### src/lsl_cfg.svh
`ifndef LSL_CFG_SVH
`define LSL_CFG_SVH

// ****************************************
// Register offsets
// ****************************************
`define LSL_A_DATA7    5'h07
`define LSL_A_CTRL     5'h08
`define LSL_A_STAT     5'h09
`define LSL_A_ERR      5'h0A
`define LSL_A_LEN      5'h0B
`define LSL_A_BIT_TIME_DIVIDER    5'h0C
`define LSL_A_BTIME    5'h0D
`define LSL_A_ID       5'h0E
`define LSL_A_BUSTIME  5'h0F
`define LSL_A_IOCFG    5'h10
`define LSL_A_THR_RISE 5'h11
`define LSL_A_THR_FALL 5'h12

// ****************************************
// Field positions
// ****************************************
`define LSL_C_DIR      0
`define LSL_C_ACK      1
`define LSL_C_STOP     2
`define LSL_C_INTERRUPT_RESET_BIT   3
`define LSL_C_ERROR_RESET_BIT   4
`define LSL_C_SLEEP    5
`define LSL_C_WAKEREQ  6
`define LSL_S_DREQ     0
`define LSL_S_CMPL     1
`define LSL_S_ERR      2
`define LSL_S_IDLE     3
`define LSL_S_WAKE     4
`define LSL_S_SLEEP    5
`define LSL_E_BIT      0
`define LSL_E_CHK      1
`define LSL_E_TOUT     2
`define LSL_F_ENH      7
`define LSL_F_IDLE     0
`define LSL_F_WUP      4
`define LSL_IO_TXSRC   0
`define LSL_IO_EXT     1
`define LSL_IO_SHORT   2

// ****************************************
// Reset values and length codes
// ****************************************
`define LSL_RST_THR    8'h30
`define LSL_RST_BIT_TIME_DIVIDER  9'h138
`define LSL_RST_PRESCL 2'h3
`define LSL_RST_BTMUL  4'h1
`define LSL_LEN_AUTO   4'hF
`define LSL_LEN_MAX    4'h8
`define LSL_LEN_ID_0X  4'h2
`define LSL_LEN_ID_10  4'h4
`define LSL_LEN_ID_11  4'h8

// ****************************************
// Timing
// ****************************************
`define LSL_CLK_NS        10
`define LSL_MS_NS         1000000
`define LSL_WAKE_PULSE_NS 250000
`define LSL_TXD_TMO_NS    10000000
`define LSL_BRK_BITS      11
`define LSL_MS_PER_S      1000
`define LSL_WUP_MS_00     180
`define LSL_WUP_MS_01     200
`define LSL_WUP_MS_10     220
`define LSL_WUP_MS_11     240
`define LSL_IDLE_S_00     4
`define LSL_IDLE_S_01     6
`define LSL_IDLE_S_10     8
`define LSL_IDLE_S_11     10

`endif

### src/lsl_pkg.sv
package lsl_pkg;
	typedef logic [7:0] lsl_byte_t;
	typedef enum {
		S_IDLE,
		S_BRK,
		S_SYNW,
		S_SYNC,
		S_START,
		S_BIT,
		S_DONE,
		S_ACK,
		S_STOP,
		S_WAKE,
		S_WWAIT
	} lsl_state_e;
endpackage : lsl_pkg

### src/lsl_glitch_filter.sv
`include "lsl_cfg.svh"
module lsl_glitch_filter
	import lsl_pkg::*;
(
	input  wire logic      clk,
	input  wire logic      rst,
	input  wire logic      din,
	input  wire lsl_byte_t thr_rise,
	input  wire lsl_byte_t thr_fall,
	output logic           dout
);
	lsl_byte_t cnt;
	lsl_byte_t thr;

	assign thr = din ? thr_rise : thr_fall;

	// Level changes only after the new level held for thr cycles
	always_ff @(posedge clk or posedge rst) begin
		if (rst) begin
			cnt  <= 8'h00;
			dout <= 1'b1;
		end else if (din == dout) begin
			cnt <= 8'h00;
		end else if (cnt + 8'h01 >= thr) begin
			cnt  <= 8'h00;
			dout <= din;
		end else begin
			cnt <= cnt + 8'h01;
		end
	end
endmodule : lsl_glitch_filter

### src/lsl_tx_monitor.sv
`include "lsl_cfg.svh"
module lsl_tx_monitor
	import lsl_pkg::*;
#(
	parameter int TIMEOUT = 1000
)(
	input  wire logic clk,
	input  wire logic rst,
	input  wire logic txd,
	output logic      tx_en
);
	localparam int CW = $clog2(TIMEOUT + 1);

	logic [CW-1:0] cnt;
	logic          txd_q;

	always_ff @(posedge clk or posedge rst) begin
		if (rst) begin
			cnt   <= '0;
			txd_q <= 1'b1;
			tx_en <= 1'b1;
		end else begin
			txd_q <= txd;
			if (txd)
				cnt <= '0;
			else if (cnt != CW'(TIMEOUT))
				cnt <= cnt + CW'(1);
			if (txd && !txd_q)
				tx_en <= 1'b1;
			else if (!txd && cnt == CW'(TIMEOUT - 1))
				tx_en <= 1'b0;
		end
	end
endmodule : lsl_tx_monitor

### src/lsl_link_core.sv
`include "lsl_cfg.svh"
// How it works
// - Two receive filters sharing separately programmable rise and fall thresholds
// - Stuck-low transmit input disables transmitter
// - Transmit source: controller or general pin
// - Shorted bus switches pull-up off
// - External mode bypasses internal transceiver
// - Length code 1111b decodes from identifier
// - Identifier bits give 2, 4, 8 bytes
// - Classic checksum over data bytes
// - Enhanced checksum includes protected identifier
// - Wake repeat time 180 to 240 ms
// - Inactivity time 4 to 10 s
// - Break threshold from prescaler, divider, multiplier
// - Sync field measures the master bit time
// - Interrupt on identifier, wake, error, completion
// - Stop halts processing until next break
// - Bit mismatch flags error and aborts
module lsl_link_core
	import lsl_pkg::*;
#(
	parameter int MS_CYCLES   = `LSL_MS_NS / `LSL_CLK_NS,
	parameter int WAKE_CYCLES = `LSL_WAKE_PULSE_NS / `LSL_CLK_NS,
	parameter int TXD_CYCLES  = `LSL_TXD_TMO_NS / `LSL_CLK_NS
)(
	input  wire logic       CLK,
	input  wire logic       RST,
	input  wire logic [4:0] ADDR,
	input  wire logic [7:0] WDATA,
	input  wire logic       WR,
	input  wire logic       RD,
	output logic      [7:0] RDATA,
	input  wire logic       PHY_RXD,
	input  wire logic       EXT_RXD,
	input  wire logic       GPIO_TXD,
	output logic            PHY_TXD,
	output logic            PHY_TX_EN,
	output logic            EXT_TXD,
	output logic            PULLUP_EN,
	output logic            IRQ
);
	localparam int MSW = $clog2(MS_CYCLES + 1);
	localparam int WKA = $clog2(WAKE_CYCLES + 1);
	localparam int WKW = (WKA > 8) ? WKA : 8;

	// ****************************************
	// Declarations
	// ****************************************
	logic [2:0]     sync1;
	logic [2:0]     sync2;
	lsl_byte_t      thr_rise;
	lsl_byte_t      thr_fall;
	lsl_byte_t      len_cfg;
	lsl_byte_t      bustime;
	lsl_byte_t      id_pid;
	lsl_byte_t      shift;
	lsl_byte_t      sum;
	lsl_byte_t      data_buf [8];
	logic [8:0]     bt_div;
	logic [1:0]     prescl;
	logic [3:0]     bit_time_multiplier;
	logic           tx_dir;
	logic           tx_src;
	logic           ext_mode;
	logic           short_en;
	logic           sleep;
	logic           data_req;
	logic           complete;
	logic           idle_tout;
	logic           wakeup;
	logic [2:0]     err;
	logic           rx_phy;
	logic           rx_ext;
	logic           rx;
	logic           rx_q;
	logic           fall;
	logic           tx_sel;
	logic           mon_en;
	logic           ctrl_tx;
	logic [2:0]     pre_cnt;
	logic           tick;
	logic [15:0]    nominal;
	logic [19:0]    brk_lim;
	logic [19:0]    low_cnt;
	logic           brk_event;
	logic [MSW-1:0] ms_cnt;
	logic           ms_tick;
	logic [13:0]    inact_ms;
	logic [7:0]     wake_ms;
	logic [13:0]    idle_ms;
	logic [13:0]    gnd_ms;
	logic           idle_hit;
	lsl_state_e     state;
	logic [15:0]    ph;
	logic [15:0]    bit_len;
	logic [19:0]    meas;
	logic [3:0]     bitn;
	logic [3:0]     idx;
	logic [3:0]     dlen;
	logic [WKW-1:0] wcnt;
	logic           in_id;
	logic           txing;
	logic           ev_id;
	logic           ev_cmpl;
	logic           ev_bit;
	logic           ev_chk;
	logic           ev_tout;
	logic           ev_rwake;
	logic           wr_ctrl;
	logic           ack_req;
	logic           stop_req;
	logic           rst_int;
	logic           rst_err;
	lsl_byte_t      cur_byte;
	lsl_byte_t      nsum;
	lsl_byte_t      init_sum;

	function automatic lsl_byte_t csum_add(lsl_byte_t s, lsl_byte_t b);
		logic [8:0] t;
		t = {1'b0, s} + {1'b0, b};
		return t[7:0] + {7'h00, t[8]};
	endfunction : csum_add

	// ****************************************
	// Pin synchronisers and receive path
	// ****************************************
	always_ff @(posedge CLK or posedge RST) begin
		if (RST) begin
			sync1 <= 3'h7;
			sync2 <= 3'h7;
		end else begin
			sync1 <= {GPIO_TXD, EXT_RXD, PHY_RXD};
			sync2 <= sync1;
		end
	end

	lsl_glitch_filter u_flt_phy (
		.clk      (CLK),
		.rst      (RST),
		.din      (sync2[0]),
		.thr_rise (thr_rise),
		.thr_fall (thr_fall),
		.dout     (rx_phy)
	);
	lsl_glitch_filter u_flt_ext (
		.clk      (CLK),
		.rst      (RST),
		.din      (sync2[1]),
		.thr_rise (thr_rise),
		.thr_fall (thr_fall),
		.dout     (rx_ext)
	);

	assign rx   = ext_mode ? rx_ext : rx_phy;
	assign fall = rx_q & ~rx;

	// ****************************************
	// Transmit path
	// ****************************************
	assign tx_sel = tx_src ? sync2[2] : ctrl_tx;

	lsl_tx_monitor #(
		.TIMEOUT (TXD_CYCLES)
	) u_txmon (
		.clk   (CLK),
		.rst   (RST),
		.txd   (tx_sel),
		.tx_en (mon_en)
	);

	always_ff @(posedge CLK or posedge RST) begin
		if (RST) begin
			rx_q      <= 1'b1;
			PHY_TXD   <= 1'b1;
			PHY_TX_EN <= 1'b1;
			EXT_TXD   <= 1'b1;
		end else begin
			rx_q      <= rx;
			PHY_TXD   <= ext_mode ? 1'b1 : tx_sel;
			PHY_TX_EN <= mon_en & ~ext_mode;
			EXT_TXD   <= ext_mode ? tx_sel : 1'b1;
		end
	end

	// ****************************************
	// Bit timing and break detection
	// ****************************************
	assign tick    = pre_cnt == 3'((4'h1 << prescl) - 4'h1);
	assign nominal = 16'(bt_div) * (16'(bit_time_multiplier) + 16'h0001);
	assign brk_lim = 20'(nominal) * 20'(`LSL_BRK_BITS);
	assign brk_event = tick && !rx && low_cnt == brk_lim - 20'h0_0001;

	always_ff @(posedge CLK or posedge RST) begin
		if (RST) begin
			pre_cnt <= 3'h0;
			low_cnt <= 20'h0_0000;
		end else begin
			pre_cnt <= tick ? 3'h0 : pre_cnt + 3'h1;
			if (rx)
				low_cnt <= 20'h0_0000;
			else if (tick && low_cnt < brk_lim)
				low_cnt <= low_cnt + 20'h0_0001;
		end
	end

	// ****************************************
	// Millisecond timers
	// ****************************************
	assign ms_tick = ms_cnt == MSW'(MS_CYCLES - 1);

	always_comb begin
		unique case (bustime[`LSL_F_WUP +: 2])
			2'h0: wake_ms = 8'(`LSL_WUP_MS_00);
			2'h1: wake_ms = 8'(`LSL_WUP_MS_01);
			2'h2: wake_ms = 8'(`LSL_WUP_MS_10);
			2'h3: wake_ms = 8'(`LSL_WUP_MS_11);
		endcase
		unique case (bustime[`LSL_F_IDLE +: 2])
			2'h0: inact_ms = 14'(`LSL_IDLE_S_00 * `LSL_MS_PER_S);
			2'h1: inact_ms = 14'(`LSL_IDLE_S_01 * `LSL_MS_PER_S);
			2'h2: inact_ms = 14'(`LSL_IDLE_S_10 * `LSL_MS_PER_S);
			2'h3: inact_ms = 14'(`LSL_IDLE_S_11 * `LSL_MS_PER_S);
		endcase
	end

	assign idle_hit = ms_tick && !sleep && rx == rx_q &&
		idle_ms == inact_ms - 14'h0001;

	always_ff @(posedge CLK or posedge RST) begin
		if (RST) begin
			ms_cnt    <= '0;
			idle_ms   <= 14'h0000;
			gnd_ms    <= 14'h0000;
			PULLUP_EN <= 1'b1;
		end else begin
			ms_cnt <= ms_tick ? '0 : ms_cnt + MSW'(1);
			if (rx != rx_q || sleep)
				idle_ms <= 14'h0000;
			else if (ms_tick && idle_ms != inact_ms)
				idle_ms <= idle_ms + 14'h0001;
			if (rx)
				gnd_ms <= 14'h0000;
			else if (ms_tick && gnd_ms != inact_ms)
				gnd_ms <= gnd_ms + 14'h0001;
			if (rx)
				PULLUP_EN <= 1'b1;
			else if (short_en && gnd_ms == inact_ms)
				PULLUP_EN <= 1'b0;
		end
	end

	// ****************************************
	// Host register port
	// ****************************************
	assign wr_ctrl  = WR && ADDR == `LSL_A_CTRL;
	assign ack_req  = wr_ctrl && WDATA[`LSL_C_ACK];
	assign stop_req = wr_ctrl && WDATA[`LSL_C_STOP];
	assign rst_int  = wr_ctrl && WDATA[`LSL_C_INTERRUPT_RESET_BIT];
	assign rst_err  = wr_ctrl && WDATA[`LSL_C_ERROR_RESET_BIT];

	always_ff @(posedge CLK or posedge RST) begin
		if (RST) begin
			thr_rise <= `LSL_RST_THR;
			thr_fall <= `LSL_RST_THR;
			len_cfg  <= 8'h00;
			bustime  <= 8'h00;
			bt_div   <= `LSL_RST_BIT_TIME_DIVIDER;
			prescl   <= `LSL_RST_PRESCL;
			bit_time_multiplier   <= `LSL_RST_BTMUL;
			tx_dir   <= 1'b0;
			tx_src   <= 1'b0;
			ext_mode <= 1'b0;
			short_en <= 1'b0;
		end else if (WR) begin
			unique case (ADDR)
				`LSL_A_CTRL:     tx_dir <= WDATA[`LSL_C_DIR];
				`LSL_A_LEN:      len_cfg <= WDATA;
				`LSL_A_BIT_TIME_DIVIDER:    bt_div[7:0] <= WDATA;
				`LSL_A_BTIME: begin
					bt_div[8] <= WDATA[0];
					prescl    <= WDATA[2:1];
					bit_time_multiplier    <= WDATA[7:4];
				end
				`LSL_A_BUSTIME:  bustime <= WDATA;
				`LSL_A_IOCFG: begin
					tx_src   <= WDATA[`LSL_IO_TXSRC];
					ext_mode <= WDATA[`LSL_IO_EXT];
					short_en <= WDATA[`LSL_IO_SHORT];
				end
				`LSL_A_THR_RISE: thr_rise <= WDATA;
				`LSL_A_THR_FALL: thr_fall <= WDATA;
				default: ;
			endcase
		end
	end

	always_ff @(posedge CLK or posedge RST) begin
		if (RST) begin
			RDATA <= 8'h00;
		end else begin
			RDATA <= 8'h00;
			if (RD) begin
				if (ADDR <= `LSL_A_DATA7)
					RDATA <= data_buf[ADDR[2:0]];
				unique case (ADDR)
					`LSL_A_CTRL: begin
						RDATA[`LSL_C_DIR]   <= tx_dir;
						RDATA[`LSL_C_SLEEP] <= sleep;
					end
					`LSL_A_STAT: begin
						RDATA[`LSL_S_DREQ]  <= data_req;
						RDATA[`LSL_S_CMPL]  <= complete;
						RDATA[`LSL_S_ERR]   <= |err;
						RDATA[`LSL_S_IDLE]  <= idle_tout;
						RDATA[`LSL_S_WAKE]  <= wakeup;
						RDATA[`LSL_S_SLEEP] <= sleep;
					end
					`LSL_A_ERR:     RDATA <= {5'h00, err};
					`LSL_A_LEN:     RDATA <= len_cfg;
					`LSL_A_BIT_TIME_DIVIDER:   RDATA <= bt_div[7:0];
					`LSL_A_BTIME:   RDATA <= {bit_time_multiplier, 1'b0, prescl, bt_div[8]};
					`LSL_A_ID:      RDATA <= id_pid;
					`LSL_A_BUSTIME: RDATA <= bustime;
					`LSL_A_IOCFG:   RDATA <= {5'h00, short_en, ext_mode, tx_src};
					`LSL_A_THR_RISE: RDATA <= thr_rise;
					`LSL_A_THR_FALL: RDATA <= thr_fall;
					default: ;
				endcase
			end
		end
	end

	// ****************************************
	// Length and checksum
	// ****************************************
	always_comb begin
		if (len_cfg[3:0] == `LSL_LEN_AUTO) begin
			if (!id_pid[5])
				dlen = `LSL_LEN_ID_0X;
			else
				dlen = id_pid[4] ? `LSL_LEN_ID_11 : `LSL_LEN_ID_10;
		end else if (len_cfg[3:0] > `LSL_LEN_MAX) begin
			dlen = `LSL_LEN_MAX;
		end else begin
			dlen = len_cfg[3:0];
		end
	end

	// Enhanced start value is the protected identifier
	assign init_sum = len_cfg[`LSL_F_ENH] ? id_pid : 8'h00;
	assign cur_byte = txing ? data_buf[idx[2:0]] : shift;
	assign nsum     = csum_add(sum, cur_byte);

	// ****************************************
	// Frame engine
	// ****************************************
	always_ff @(posedge CLK or posedge RST) begin
		if (RST) begin
			state   <= S_IDLE;
			ph      <= 16'h0000;
			bit_len <= 16'h0001;
			meas    <= 20'h0_0000;
			bitn    <= 4'h0;
			idx     <= 4'h0;
			shift   <= 8'h00;
			sum     <= 8'h00;
			id_pid  <= 8'h00;
			wcnt    <= '0;
			in_id   <= 1'b0;
			txing   <= 1'b0;
			ctrl_tx <= 1'b1;
			ev_id   <= 1'b0;
			ev_cmpl <= 1'b0;
			ev_bit  <= 1'b0;
			ev_chk  <= 1'b0;
			ev_tout <= 1'b0;
			for (int i = 0; i < 8; i++)
				data_buf[i] <= 8'h00;
		end else begin
			ev_id   <= 1'b0;
			ev_cmpl <= 1'b0;
			ev_bit  <= 1'b0;
			ev_chk  <= 1'b0;
			ev_tout <= 1'b0;
			if (WR && ADDR <= `LSL_A_DATA7)
				data_buf[ADDR[2:0]] <= WDATA;
			if (brk_event && state != S_WAKE) begin
				state   <= S_BRK;
				ctrl_tx <= 1'b1;
				txing   <= 1'b0;
			end else begin
				unique case (state)
					S_IDLE: if (wr_ctrl && WDATA[`LSL_C_WAKEREQ]) begin
						state   <= S_WAKE;
						wcnt    <= '0;
						ctrl_tx <= 1'b0;
					end
					S_BRK: if (rx) state <= S_SYNW;
					S_SYNW: if (fall) begin
						state <= S_SYNC;
						meas  <= 20'h0_0000;
						bitn  <= 4'h0;
					end
					S_SYNC: begin
						if (tick)
							meas <= meas + 20'h0_0001;
						if (fall) begin
							bitn <= bitn + 4'h1;
							if (bitn == 4'h3) begin
								bit_len <= meas[18:3];
								in_id   <= 1'b1;
								state   <= S_START;
							end
						end
					end
					S_START: if (fall) begin
						state <= S_BIT;
						ph    <= 16'h0000;
						bitn  <= 4'h0;
					end
					S_BIT: if (tick) begin
						ph <= (ph == bit_len - 16'h0001) ? 16'h0000 : ph + 16'h0001;
						if (ph == {1'b0, bit_len[15:1]}) begin
							if (txing && rx != ctrl_tx) begin
								ev_bit  <= 1'b1;
								ctrl_tx <= 1'b1;
								state   <= S_IDLE;
							end else if (!txing && bitn == 4'h9) begin
								state <= S_DONE;
							end else if (!txing && bitn != 4'h0) begin
								shift <= {rx, shift[7:1]};
							end
						end else if (ph == bit_len - 16'h0001) begin
							bitn <= bitn + 4'h1;
							if (txing) begin
								ctrl_tx <= shift[0];
								shift   <= {1'b1, shift[7:1]};
								if (bitn == 4'h9)
									state <= S_DONE;
							end
						end
					end
					S_DONE: begin
						if (in_id) begin
							id_pid <= shift;
							in_id  <= 1'b0;
							ev_id  <= 1'b1;
							state  <= S_ACK;
						end else if (idx == dlen) begin
							if (!txing && shift != ~sum)
								ev_chk <= 1'b1;
							else
								ev_cmpl <= 1'b1;
							state <= S_IDLE;
						end else begin
							if (!txing)
								data_buf[idx[2:0]] <= shift;
							sum <= nsum;
							idx <= idx + 4'h1;
							if (txing) begin
								shift <= (idx + 4'h1 == dlen) ? ~nsum :
									data_buf[3'(idx + 4'h1)];
								ctrl_tx <= 1'b0;
								ph      <= 16'h0000;
								bitn    <= 4'h0;
								state   <= S_BIT;
							end else begin
								state <= S_START;
							end
						end
					end
					S_ACK: if (stop_req) begin
						state <= S_STOP;
					end else if (ack_req) begin
						sum   <= init_sum;
						idx   <= 4'h0;
						txing <= WDATA[`LSL_C_DIR];
						if (WDATA[`LSL_C_DIR]) begin
							shift   <= (dlen == 4'h0) ? ~init_sum : data_buf[0];
							ctrl_tx <= 1'b0;
							ph      <= 16'h0000;
							bitn    <= 4'h0;
							state   <= S_BIT;
						end else begin
							state <= S_START;
						end
					end
					S_STOP: ;
					S_WAKE: begin
						wcnt <= wcnt + WKW'(1);
						if (wcnt == WKW'(WAKE_CYCLES - 1)) begin
							ctrl_tx <= 1'b1;
							wcnt    <= '0;
							state   <= S_WWAIT;
						end
					end
					S_WWAIT: if (fall) begin
						state <= S_IDLE;
					end else if (ms_tick) begin
						wcnt <= wcnt + WKW'(1);
						if (wcnt == WKW'(wake_ms - 8'h01)) begin
							ev_tout <= 1'b1;
							state   <= S_IDLE;
						end
					end
				endcase
			end
		end
	end

	// ****************************************
	// Status, errors and interrupt request
	// ****************************************
	assign ev_rwake = sleep && fall;

	always_ff @(posedge CLK or posedge RST) begin
		if (RST) begin
			data_req  <= 1'b0;
			complete  <= 1'b0;
			idle_tout <= 1'b0;
			wakeup    <= 1'b0;
			sleep     <= 1'b0;
			err       <= 3'h0;
			IRQ       <= 1'b0;
		end else begin
			if (ev_id)
				data_req <= 1'b1;
			else if (ack_req || stop_req)
				data_req <= 1'b0;
			if (ev_cmpl)
				complete <= 1'b1;
			else if (rst_int)
				complete <= 1'b0;
			if (idle_hit)
				idle_tout <= 1'b1;
			else if (rst_int)
				idle_tout <= 1'b0;
			if (ev_tout || ev_rwake)
				wakeup <= 1'b1;
			else if (rst_int)
				wakeup <= 1'b0;
			if (idle_hit)
				sleep <= 1'b1;
			else if (wr_ctrl)
				sleep <= WDATA[`LSL_C_SLEEP];
			err <= (err & ~{3{rst_err}}) | {ev_tout, ev_chk, ev_bit};
			if (ev_id || ev_cmpl || ev_bit || ev_chk || ev_tout ||
				ev_rwake || idle_hit)
				IRQ <= 1'b1;
			else if (rst_int)
				IRQ <= 1'b0;
		end
	end
endmodule : lsl_link_core

### config.mk
export PLATFORM = sky130hd
export DESIGN_NAME = lsl_link_core
export DESIGN_NICKNAME = d
export VERILOG_FILES = /design/src/lsl_pkg.sv /design/src/lsl_glitch_filter.sv /design/src/lsl_tx_monitor.sv /design/src/lsl_link_core.sv
export VERILOG_INCLUDE_DIRS = /design/src
export SDC_FILE = /design/constraint.sdc
export NUM_CORES = 1
export LEC_CHECK = 0
export BUFFER_PORTS_ARGS = -buffer_cell sky130_fd_sc_hd__buf_4
export CELL_PAD_IN_SITES_DETAIL_PLACEMENT = 0
export CELL_PAD_IN_SITES_GLOBAL_PLACEMENT = 1
export CORE_ASPECT_RATIO = 1.1
export CORE_UTILIZATION = 40
export CTS_CLUSTER_SIZE = 20
export DETAILED_ROUTE_END_ITERATION = 7
export PLACE_DENSITY_LB_ADDON = 0.1
export SETUP_SLACK_MARGIN = 0.05
export SLEW_MARGIN = 25
export SYNTH_ARGS = -nofsm -noshare
export SYNTH_HDL_FRONTEND = slang
export SYNTH_SLANG_ARGS = --single-unit
### constraint.sdc
create_clock -name CLK -period 15.4 [get_ports CLK]
set_clock_uncertainty 0.05 [all_clocks]
set_input_delay 1.54 -clock CLK [delete_from_list [all_inputs] [get_ports CLK]]
set_output_delay 1.54 -clock CLK [all_outputs]
set_load 0.03 [all_outputs]
==> results_dict.tcl, run 1 <==
set metrics [dict create \
    outcome "completed" \
    numClockSinks 361 \
    postPlaceCellArea_sq_mm 0.0262 \
    place.detailed.hpwl_um 52700 \
    post_synthesis_sequential_element_count 361 \
    synth_largest_type_area_fraction_pct 33.0 \
    ir_worst_vdd_mv 0.239 \
    yosys.cell_count.top_type "sky130_fd_sc_hd__dfrtp_1" \
    cell_area_after_synthesis_sq_mm 0.0253 \
    final.period_utilization_pct 65.2 \
    placed_cells_incl_taps 3398 \
    cts_root_buf "sky130_fd_sc_hd__clkbuf_16" \
    filler_cells 6100 \
    synthTopCellsByArea "sky130_fd_sc_hd__dfrtp_1 (33%), sky130_fd_sc_hd__ha_1 (6.4%), sky130_fd_sc_hd__mux2_2 (4.5%)" \
    area_growth_from_synthesis_to_layout_pct 9.57 \
    fp-row-count 96 \
    initialDrtViolationCount 1529 \
    dr_total_vias 20100 \
    setup_viol_count_final 0 \
    share_of_cells_above_drive_strength_1_pct 12.8 \
    grt_setup_unrepaired "false" \
    cts_htree_levels 2 \
    chipHeight_um 266 \
    timing.setup.critical_path_class "reg -> reg" \
    synth_top_cells_by_count "sky130_fd_sc_hd__dfrtp_1 (333), sky130_fd_sc_hd__nand2_1 (254), sky130_fd_sc_hd__nor2_1 (219)" \
    final.hold.worst_slack_ns 0.301 \
    slowest_delay_ns 0.78 \
    post_cts.repair.setup_buffers 0 \
    die_area_sq_mm 0.0642 \
    sequential_fraction_of_the_synthesis_area_pct 35.9 \
    synth-main-ff-cell "sky130_fd_sc_hd__dfrtp_1" \
    ctsHoldBuffers 0 \
    power_per_cell_area_mw_per_mm2 212 \
    layout.nets 2793 \
    vias_per_cell 5.78 \
    end_kind "register" \
    area_inside_the_core_boundary_sq_mm 0.0625 \
    leakage_power_of_the_design_nw 12.4 \
    final_antenna_net_count 0 \
    routed_wl_um 72400 \
    detailedRoute.firstPassIterationCount 6 \
    avgSynthCellArea_sq_um 9.57 \
    crit_required_ns 15.75 \
    synth.distinct_cells 89 \
    grt_remaining_overflow 0 \
    drv_cap 0 \
    period_needed_ns 10.04 \
    grt_antenna_before_repair 0 \
    slew-limit-headroom_pct 27.5 \
    fmaxAchievable_mhz 99.6 \
    critical_path.n_buffers_inverters 3 \
    worst_setup_path_start_kind "register" \
    utilization_pct 44.3 \
    synth_async_sr_flop_share_pct 100 \
    report.final.hold_viol_count 0 \
    worstHoldPathType "reg -> reg" \
    crit_slowest_cell "sky130_fd_sc_hd__or2_0" \
    die-width_um 242 \
    worst_slew_pin_slew_ns 1.08 \
    maxSlewViolCount 0 \
    layout.cells.non_filler 3478 \
    crit_path_max_fanout 17 \
    grt_pass1_wl_um 116000 \
    synthCells 2643 \
    bufs_on_longest_clock_path 3 \
    cts_tree "built" \
    clk-insertion-delay-late_ns 0.58 \
    io_pins 33 \
    tns_ns 0 \
    synth_enable_flop_cells 0 \
    finalInstanceArea_sq_mm 0.0277 \
    cp.arrival_ns 10.39 \
    detailed_route_wire_length_per_cell_um 20.8 \
    placement.io_buffers 32 \
    largest_net_degree_at_the_start_of_global_routing 107 \
    initial_utilization_pct 40.5 \
    register_area_sq_mm 0.00907 \
    grt.total_usage_pct 22.6 \
    clk_pin_slew_ns 0.06 \
    post_cts_resized 0 \
    count_of_yosys_warnings_during_synthesis 0 \
    cts_buffers 43 \
    multiInputGateArea_sq_mm 0.0153 \
    grt_pass1_vias 19800 \
    path_delay_family "adder cells" \
    drc_errors 0 \
    routability_congestion 0.880 \
    syn-num-nets 2826 \
    yosysTopAreaCell "sky130_fd_sc_hd__dfrtp_1" \
]
==> stage by stage <==
stage                     power, mW  setup slack (ns)
after floorplan                3.96              3.84
after global placement         4.79              5.69
after detailed placement       4.83              5.38
after CTS                      5.93              5.32
after global routing           6.38              4.45
final                          5.89              5.36
==> cell usage in the layout, fill, tap and decap left out, drive strengths merged, types with 92 or more instances in the layout <==
cell type    n
dfrtp      333
nand2      254
nor2       221
o21ai      138
ha         130
xnor2      117
inv        113
mux2       111
a21oi       96
nand3       92
==> worst register-to-register path: cells and delay by family, from the launching register on <==
kind | cells | cell delay [ns]
multiplexers | 2 | 0.32
adder cells (fa/ha/maj) | 7 | 3.11
flip-flops | 1 | 0.67
XOR/XNOR | 2 | 0.71
AND/OR/NAND/NOR | 6 | 1.94
AO/OA/AOI/OAI | 13 | 2.91
buffers and inverters | 3 | 0.15
==> area by class of cell <==
type                    count  area share (%)
flip-flops and latches    361            32.7
multi-input cells        2043            55.2
clock inverters            13           0.700
inverters                 112            1.54
clock buffers              66            4.67
well taps                 833            3.76
repair buffers             49            1.33
diodes                      1         0.00903
==> routing by layer <==
| layer | GRT usage (%) | up-vias | share of wire, % |
|---|---|---|---|
| li1 | - | 9465 | - |
| met1 | 30.6 | 10100 | 45 |
| met2 | 36.9 | 486 | 47 |
| met3 | 4.06 | 92 | 5.2 |
| met4 | 6.18 | 0 | 2.2 |
| met5 | 0 | - | 0 |
==> cells by family after synthesis <==
group	after synthesis	share of synthesized area, %
buf+inv	239	3.70
simple gates	921	18.0
flops	361	35.9
xor+xnor	204	7.27
fa+ha+maj	163	9.05
compound gates	516	13.8
mux	239	12.4
==> state kept, by name (all words and copies together) (netlist names), 15 cells and up <==
register     cells
data_buf        64
low_cnt         20
u_txmon.cnt     20
meas            19
ms_cnt          17
bit_len         16
ph              16
wcnt            15
==> report_power, final <==
group	internal, mW	switching (mW)	leakage [nW]	total [mW]
clock	0.648	0.423	0.726	1.07
combinational	1.39	2.07	6.94	3.46
sequential	1.11	0.252	4.72	1.36
total	3.14	2.74	12.4	5.89
==> final timing paths <==
kind | start | end | slack, ns | depth (start not counted)
max reg2reg | bit_time_multiplier[0] | wcnt[7] | 5.36 | 33
min reg2reg | sync1[2] | sync2[2] | 0.30 | 0
min | sync1[2] | sync2[2] | 0.30 | 0
max in group asynchronous | RST | idx[3] | 11.20 | 5
max | bit_time_multiplier[0] | wcnt[7] | 5.36 | 33
min in group asynchronous | RST | u_txmon.cnt[5] | 1.06 | 2
(Power assumes the default switching activity.)
==> run 2: changes to the inputs <==
==> constraint.sdc (replaced) <==
create_clock -name CLK -period 9.97 [get_ports CLK]
set_clock_uncertainty 0.05 [all_clocks]
set_input_delay 0.997 -clock CLK [delete_from_list [all_inputs] [get_ports CLK]]
set_output_delay 0.997 -clock CLK [all_outputs]
set_load 0.03 [all_outputs]
==> run 2 against run 1 <==
  * Final cell count increased by 0.72%
  * Count of clock-buffer cells in the layout shrank 4
  * Sequential share of layout area down 0.44 points
  * Critical path depth grew 3
  * Hold slack gained 0.0043 ns
  * Core utilization up 0.61 points
  * Largest cell class unchanged
==> results_dict.tcl, run 2 (same netlist as run 1, synthesis figures left out) <==
set metrics [dict create \
    die-width_um 242 \
    path_delay_family "adder cells" \
    area_growth_from_synthesis_to_layout_pct 11.1 \
    cts_htree_levels 2 \
    power.sequential.fraction_pct 22.4 \
    chipHeight_um 266 \
    area_inside_the_core_boundary_sq_mm 0.0625 \
    fp-row-count 96 \
    cts_tree "built" \
    crit_slowest_cell "sky130_fd_sc_hd__dfstp_2" \
    routability_congestion 0.889 \
    registers.top_by_ff_count "data_buf" \
    largestRegisters "data_buf (64), low_cnt (20), u_txmon.cnt (20)" \
    combinationalPowerShare_pct 58.4 \
    clk_pin_slew_ns 0.06 \
    place.detailed.hpwl_um 53200 \
    ir_worst_vdd_mv 0.436 \
    wl_met1_um 32600 \
    initial_utilization_pct 40.5 \
    internal_power_mw 5.03 \
    drc_errors 0 \
    outcome "completed" \
    slowest_delay_ns 0.56 \
    grt_pass1_wl_um 118000 \
    total_switching_power_mw 4.30 \
    setup_viol_count_final 0 \
    grt_pass1_vias 20400 \
    initialDrtViolationCount 1525 \
    tns_ns 0 \
    grt_setup_unrepaired "false" \
    clk-insertion-delay-late_ns 0.59 \
    finalPower_mw 9.34 \
    share_of_cells_above_drive_strength_1_pct 14.1 \
    leakage_power_of_the_design_nw 12.6 \
    grt_remaining_overflow 0 \
    maxSlewViolCount 0 \
    final.period_utilization_pct 92.2 \
    die_area_sq_mm 0.0642 \
    fmaxAchievable_mhz 109 \
    worst_slew_pin_slew_ns 1.06 \
    detailedRoute.firstPassIterationCount 7 \
    io_pins 33 \
    clkPwrFrac_pct 19.3 \
    sw_frac_of_total_pct 46.1 \
    period_needed_ns 9.20 \
    critical_path.n_buffers_inverters 4 \
    cts_root_buf "sky130_fd_sc_hd__clkbuf_16" \
    routed_wl_um 73400 \
    worst_setup_path_start_kind "register" \
    postPlaceCellArea_sq_mm 0.0263 \
    grt.total_usage_pct 23.0 \
    cts_buffers 44 \
    dr.max_layer_used "met5" \
    layout.nets 2817 \
    worstHoldPathType "reg -> reg" \
    detailed_route_wire_length_per_cell_um 21.0 \
    slew-limit-headroom_pct 29.3 \
    grt_antenna_before_repair 2 \
    ctsHoldBuffers 0 \
    cp_common_cell "sky130_fd_sc_hd__a21o_1" \
    finalInstanceArea_sq_mm 0.0281 \
    crit_path_max_fanout 38 \
    flip_flop_count_of_the_largest_register_all_copies_and_words_added 64 \
    met3_wirelength_um 3190 \
    final_antenna_net_count 0 \
    largest_net_degree_at_the_start_of_global_routing 70 \
    final_cell_mix "sky130_fd_sc_hd__dfrtp_1 (333), sky130_fd_sc_hd__nand2_1 (253), sky130_fd_sc_hd__nor2_1 (218)" \
    layout.cells.most_common "sky130_fd_sc_hd__dfrtp_1" \
    crit_required_ns 10.37 \
    report.final.hold_viol_count 0 \
    bufs_on_longest_clock_path 3 \
    insertedDiodeCount 0 \
    drv_cap 0 \
    power_per_cell_area_mw_per_mm2 333 \
    placement.io_buffers 32 \
    dr_total_vias 20100 \
    numClockSinks 361 \
    end_kind "register" \
    cp.arrival_ns 9.59 \
    vias_per_cell 5.75 \
    dr_wl_met2_um 35500 \
    timing.setup.critical_path_class "reg -> reg" \
]
[run 2: cell types whose count changed in the layout (fill, tap and decap cells not counted), sizes merged]
cell      change
buf          +23
bufinv        +4
clkbuf        -4
clkinv        +2
clkinvlp      +2
diode         -1
inv           -1
[run 2: area by class of cell]
| class | instances | area [sq um] |
|---|---|---|
| Clock buffer | 62 | 1300 |
| Clock inverter | 20 | 320 |
| Fill cell | 6040 | 34400 |
| Inverter | 112 | 424 |
| Multi-Input combinational cell | 2043 | 15400 |
| Sequential cell | 361 | 9070 |
| Tap cell | 833 | 1040 |
| Timing Repair Buffer | 72 | 544 |
[run 2: what timing repair did]
| item | 4_1_cts | 5_1_grt |
|---|---|---|
| setup buffers | 0 | 8 |
| pin swaps | 0 | 6 |
| setup endpoints to repair | 12 | 171 |
| gates resized for setup | 1 | 17 |
[run 2: path summary, 6_finish.rpt]
check                                       startpoint             end  slack [ns]  depth (start not counted)
worst max-delay path            bit_time_multiplier[0]        meas[13]        0.77                         36
min in group asynchronous                          RST  u_txmon.cnt[4]        0.63                          3
worst min-delay path                          sync1[0]        sync2[0]        0.31                          0
worst min register to register                sync1[0]        sync2[0]        0.31                          0
max in group asynchronous                          RST          sum[3]        7.09                          5
worst max register to register  bit_time_multiplier[0]        meas[13]        0.77                         36
[run 2: worst register-to-register path, delay by kind of cell (launching register included)]
kind	cells	cell delay, ns
AO/OA/AOI/OAI	15	2.86
flip-flops	1	0.56
AND/OR/NAND/NOR	6	1.16
multiplexers	1	0.21
XOR/XNOR	2	0.49
buffers and inverters	4	0.41
adder cells (fa/ha/maj)	8	3.30
[run 2: power groups by stage]
stage / sequential [mW] / clock, mW / combinational, mW
floorplan: 1.91 / 0 / 4.21
global placement: 2.10 / 0 / 5.32
detailed placement: 2.11 / 0 / 5.37
CTS: 2.09 / 1.84 / 5.41
global route: 2.12 / 1.90 / 6.11
finish: 2.09 / 1.80 / 5.45
[run 2: through the flow]
step / std cells / hold WS (ns) / setup WS [ns] / utilization (%)
finish: 3503 / 0.305 / 0.774 / 45.0
global route: 3503 / 0.309 / 0.108 / 45.0
CTS: 3495 / 0.306 / 0.108 / 44.7
detailed placement: 3413 / 0.297 / 0.0383 / 42.1
global placement: 3413 / 0.295 / 0.283 / 42.1
floorplan: 2643 / 0.295 / 1.10 / -
[run 2: metal layers]
metal	vias up	GRT usage (%)
met4	4	7.13
li1	9513	-
met1	10100	30.2
met3	136	3.73
met2	402	38.9
met5	-	0
==> run 3: changes to the inputs <==
--- a/config.mk
+++ b/config.mk
@@ -13,7 +13,7 @@
 export CORE_UTILIZATION = 40
 export CTS_CLUSTER_SIZE = 20
 export DETAILED_ROUTE_END_ITERATION = 7
-export PLACE_DENSITY_LB_ADDON = 0.1
+export PLACE_DENSITY = 0.63
 export SETUP_SLACK_MARGIN = 0.05
 export SLEW_MARGIN = 25
 export SYNTH_ARGS = -nofsm -noshare
==> run 3 against run 2 <==
  * Setup slack got worse by 0.079 ns
  * Sequential cell count did not move
  * Critical endpoint is now meas[3]
  * Combinational power fell by 0.9%
  * Non-clock buffer count fell by 2
==> results_dict.tcl, run 3 (same netlist as run 1, synthesis figures left out) <==
set metrics [dict create \
    combinationalPowerShare_pct 58.7 \
    power.sequential.fraction_pct 22.8 \
    timing.setup.critical_path_class "reg -> reg" \
    io_pins 33 \
    postPlaceCellArea_sq_mm 0.0263 \
    dr_total_vias 20100 \
    worstHoldPathType "reg -> reg" \
    insertedDiodeCount 0 \
    worst_slew_pin_slew_ns 1.13 \
    chipHeight_um 266 \
    crit_slowest_cell "sky130_fd_sc_hd__dfstp_2" \
    initialDrtViolationCount 1309 \
    cts_root_buf "sky130_fd_sc_hd__clkbuf_16" \
    outcome "completed" \
    grt.total_usage_pct 23.1 \
    largestRegisters "data_buf (64), low_cnt (20), u_txmon.cnt (20)" \
    layout.cells.non_filler 3499 \
    placed_cells_incl_taps 3411 \
    multiInputGateArea_sq_mm 0.0154 \
    grt_setup_unrepaired "false" \
    leakage_power_of_the_design_nw 12.5 \
    clk-insertion-delay-late_ns 0.59 \
    detailed_route_wire_length_per_cell_um 21.0 \
    layout.nets 2814 \
    routability_congestion 0.859 \
    finalInstanceArea_sq_mm 0.0280 \
    timing.final.ws_setup_ns 0.695 \
    cts_buffers 43 \
    grt_antenna_before_repair 5 \
    initial_utilization_pct 40.5 \
    share_of_cells_above_drive_strength_1_pct 14.0 \
    grt_pass1_wl_um 118000 \
    final_cell_mix "sky130_fd_sc_hd__dfrtp_1 (333), sky130_fd_sc_hd__nand2_1 (252), sky130_fd_sc_hd__nor2_1 (218)" \
    routed_wl_um 73400 \
    setup_viol_count_final 0 \
    slowest_delay_ns 0.55 \
    slew-limit-headroom_pct 24.5 \
    final.period_utilization_pct 93.0 \
    area_growth_from_synthesis_to_layout_pct 10.8 \
    fp-row-count 96 \
    ctsHoldBuffers 0 \
    placement.setup.worst_slack_ns 0.152 \
    place.detailed.hpwl_um 53100 \
    sw_frac_of_total_pct 46.4 \
    vias_per_cell 5.73 \
    filler_cells 6018 \
    crit_path_max_fanout 50 \
    final.hold.worst_slack_ns 0.304 \
    die_area_sq_mm 0.0642 \
    tns_ns 0 \
    cp.arrival_ns 9.67 \
    cts_htree_levels 2 \
    grt_pass1_vias 20500 \
    end_kind "register" \
    bufs_on_longest_clock_path 3 \
    cts_tree "built" \
    cp_common_cell "sky130_fd_sc_hd__a21o_1" \
    drc_errors 0 \
    clk_pin_slew_ns 0.06 \
    final_antenna_net_count 0 \
    maxSlewViolCount 0 \
    register_area_sq_mm 0.00907 \
    die-width_um 242 \
    layout.cells.most_common "sky130_fd_sc_hd__dfrtp_1" \
    internal_power_mw 4.93 \
    detailedRoute.firstPassIterationCount 5 \
    largest_net_degree_at_the_start_of_global_routing 191 \
    power_per_cell_area_mw_per_mm2 329 \
    flip_flop_count_of_the_largest_register_all_copies_and_words_added 64 \
    fmaxAchievable_mhz 108 \
    report.final.hold_viol_count 0 \
    worst_setup_path_start_kind "register" \
    ir_worst_vdd_mv 0.405 \
    drv_cap 0 \
    placement.io_buffers 32 \
    area_inside_the_core_boundary_sq_mm 0.0625 \
    crit_required_ns 10.37 \
    period_needed_ns 9.27 \
    numClockSinks 361 \
    total_switching_power_mw 4.28 \
    registers.top_by_ff_count "data_buf" \
    grt_remaining_overflow 0 \
    clkPwrFrac_pct 18.6 \
]
## run 3: cell types whose count changed in the layout (fill, tap and decap cells not counted), moves of 2 or more
cell and delta:
sky130_fd_sc_hd__a211oi_1 +2, sky130_fd_sc_hd__buf_4 -5, sky130_fd_sc_hd__a21oi_4 -2, sky130_fd_sc_hd__clkbuf_16 -3, sky130_fd_sc_hd__a211oi_2 -2, sky130_fd_sc_hd__a21oi_2 +2
sky130_fd_sc_hd__clkinvlp_4 +2, sky130_fd_sc_hd__inv_16 +2, sky130_fd_sc_hd__bufinv_16 -2
## run 3: power by group through the flow
stage	logic, mW	registers, mW	clock network [mW]
after floorplan	4.21	1.91	0
after global placement	5.32	2.10	0
after detailed placement	5.37	2.12	0
after CTS	5.40	2.09	1.76
after global routing	6.04	2.13	1.82
final	5.40	2.10	1.71
## run 3: area by class of cell
class / instances / area share [%]
clock buffers: 59 / 4.41
clock inverters: 21 / 1.08
inverters: 112 / 1.51
multi-input cells: 2043 / 54.9
flip-flops and latches: 361 / 32.4
well taps: 833 / 3.72
repair buffers: 70 / 2.02
## run 3: worst max-delay path, delay by kind of cell, from the launching register on
family                     cells  cell delay, ns
AOI/OAI and AO/OA             15            3.08
xor gates and xnor gates       2            0.51
adders and majority gates      8            3.34
buffers and inverters          4            0.45
DFF                            1            0.55
and+or+nand+nor                7            1.06
## run 3: final timing paths
check                                        from          to  slack (ns)  cells after the start
max                        bit_time_multiplier[0]     meas[3]        0.70                     36
min                                      sync1[1]    sync2[1]        0.30                      0
max reg2reg                bit_time_multiplier[0]     meas[3]        0.70                     36
min reg2reg                              sync1[1]    sync2[1]        0.30                      0
max in group asynchronous                     RST    meas[11]        7.92                      4
min in group asynchronous                     RST  ms_cnt[12]        0.51                      3
## run 3: stage by stage
stage | total power [mW] | utilization, %
6_report | 9.21 | 44.8
5_1_grt | 9.99 | 44.8
4_1_cts | 9.25 | 44.6
3_5_place_dp | 7.48 | 42.1
3_3_place_gp | 7.42 | 42.1
2_1_floorplan | 6.12 | -
## run 3: routing by layer
metal	share of wire (%)	up-vias	GRT usage, %
met5	0.057	-	0
met4	3.1	8	7.94
met3	5.3	132	4.47
met2	48	421	38.1
met1	44	9989	30.3
li1	-	9510	-
## run 3: repair_timing
| item | CTS | global route |
|---|---|---|
| setup endpoints to repair | 0 | 165 |
| gates resized for setup | 0 | 13 |
| setup buffers | 0 | 7 |
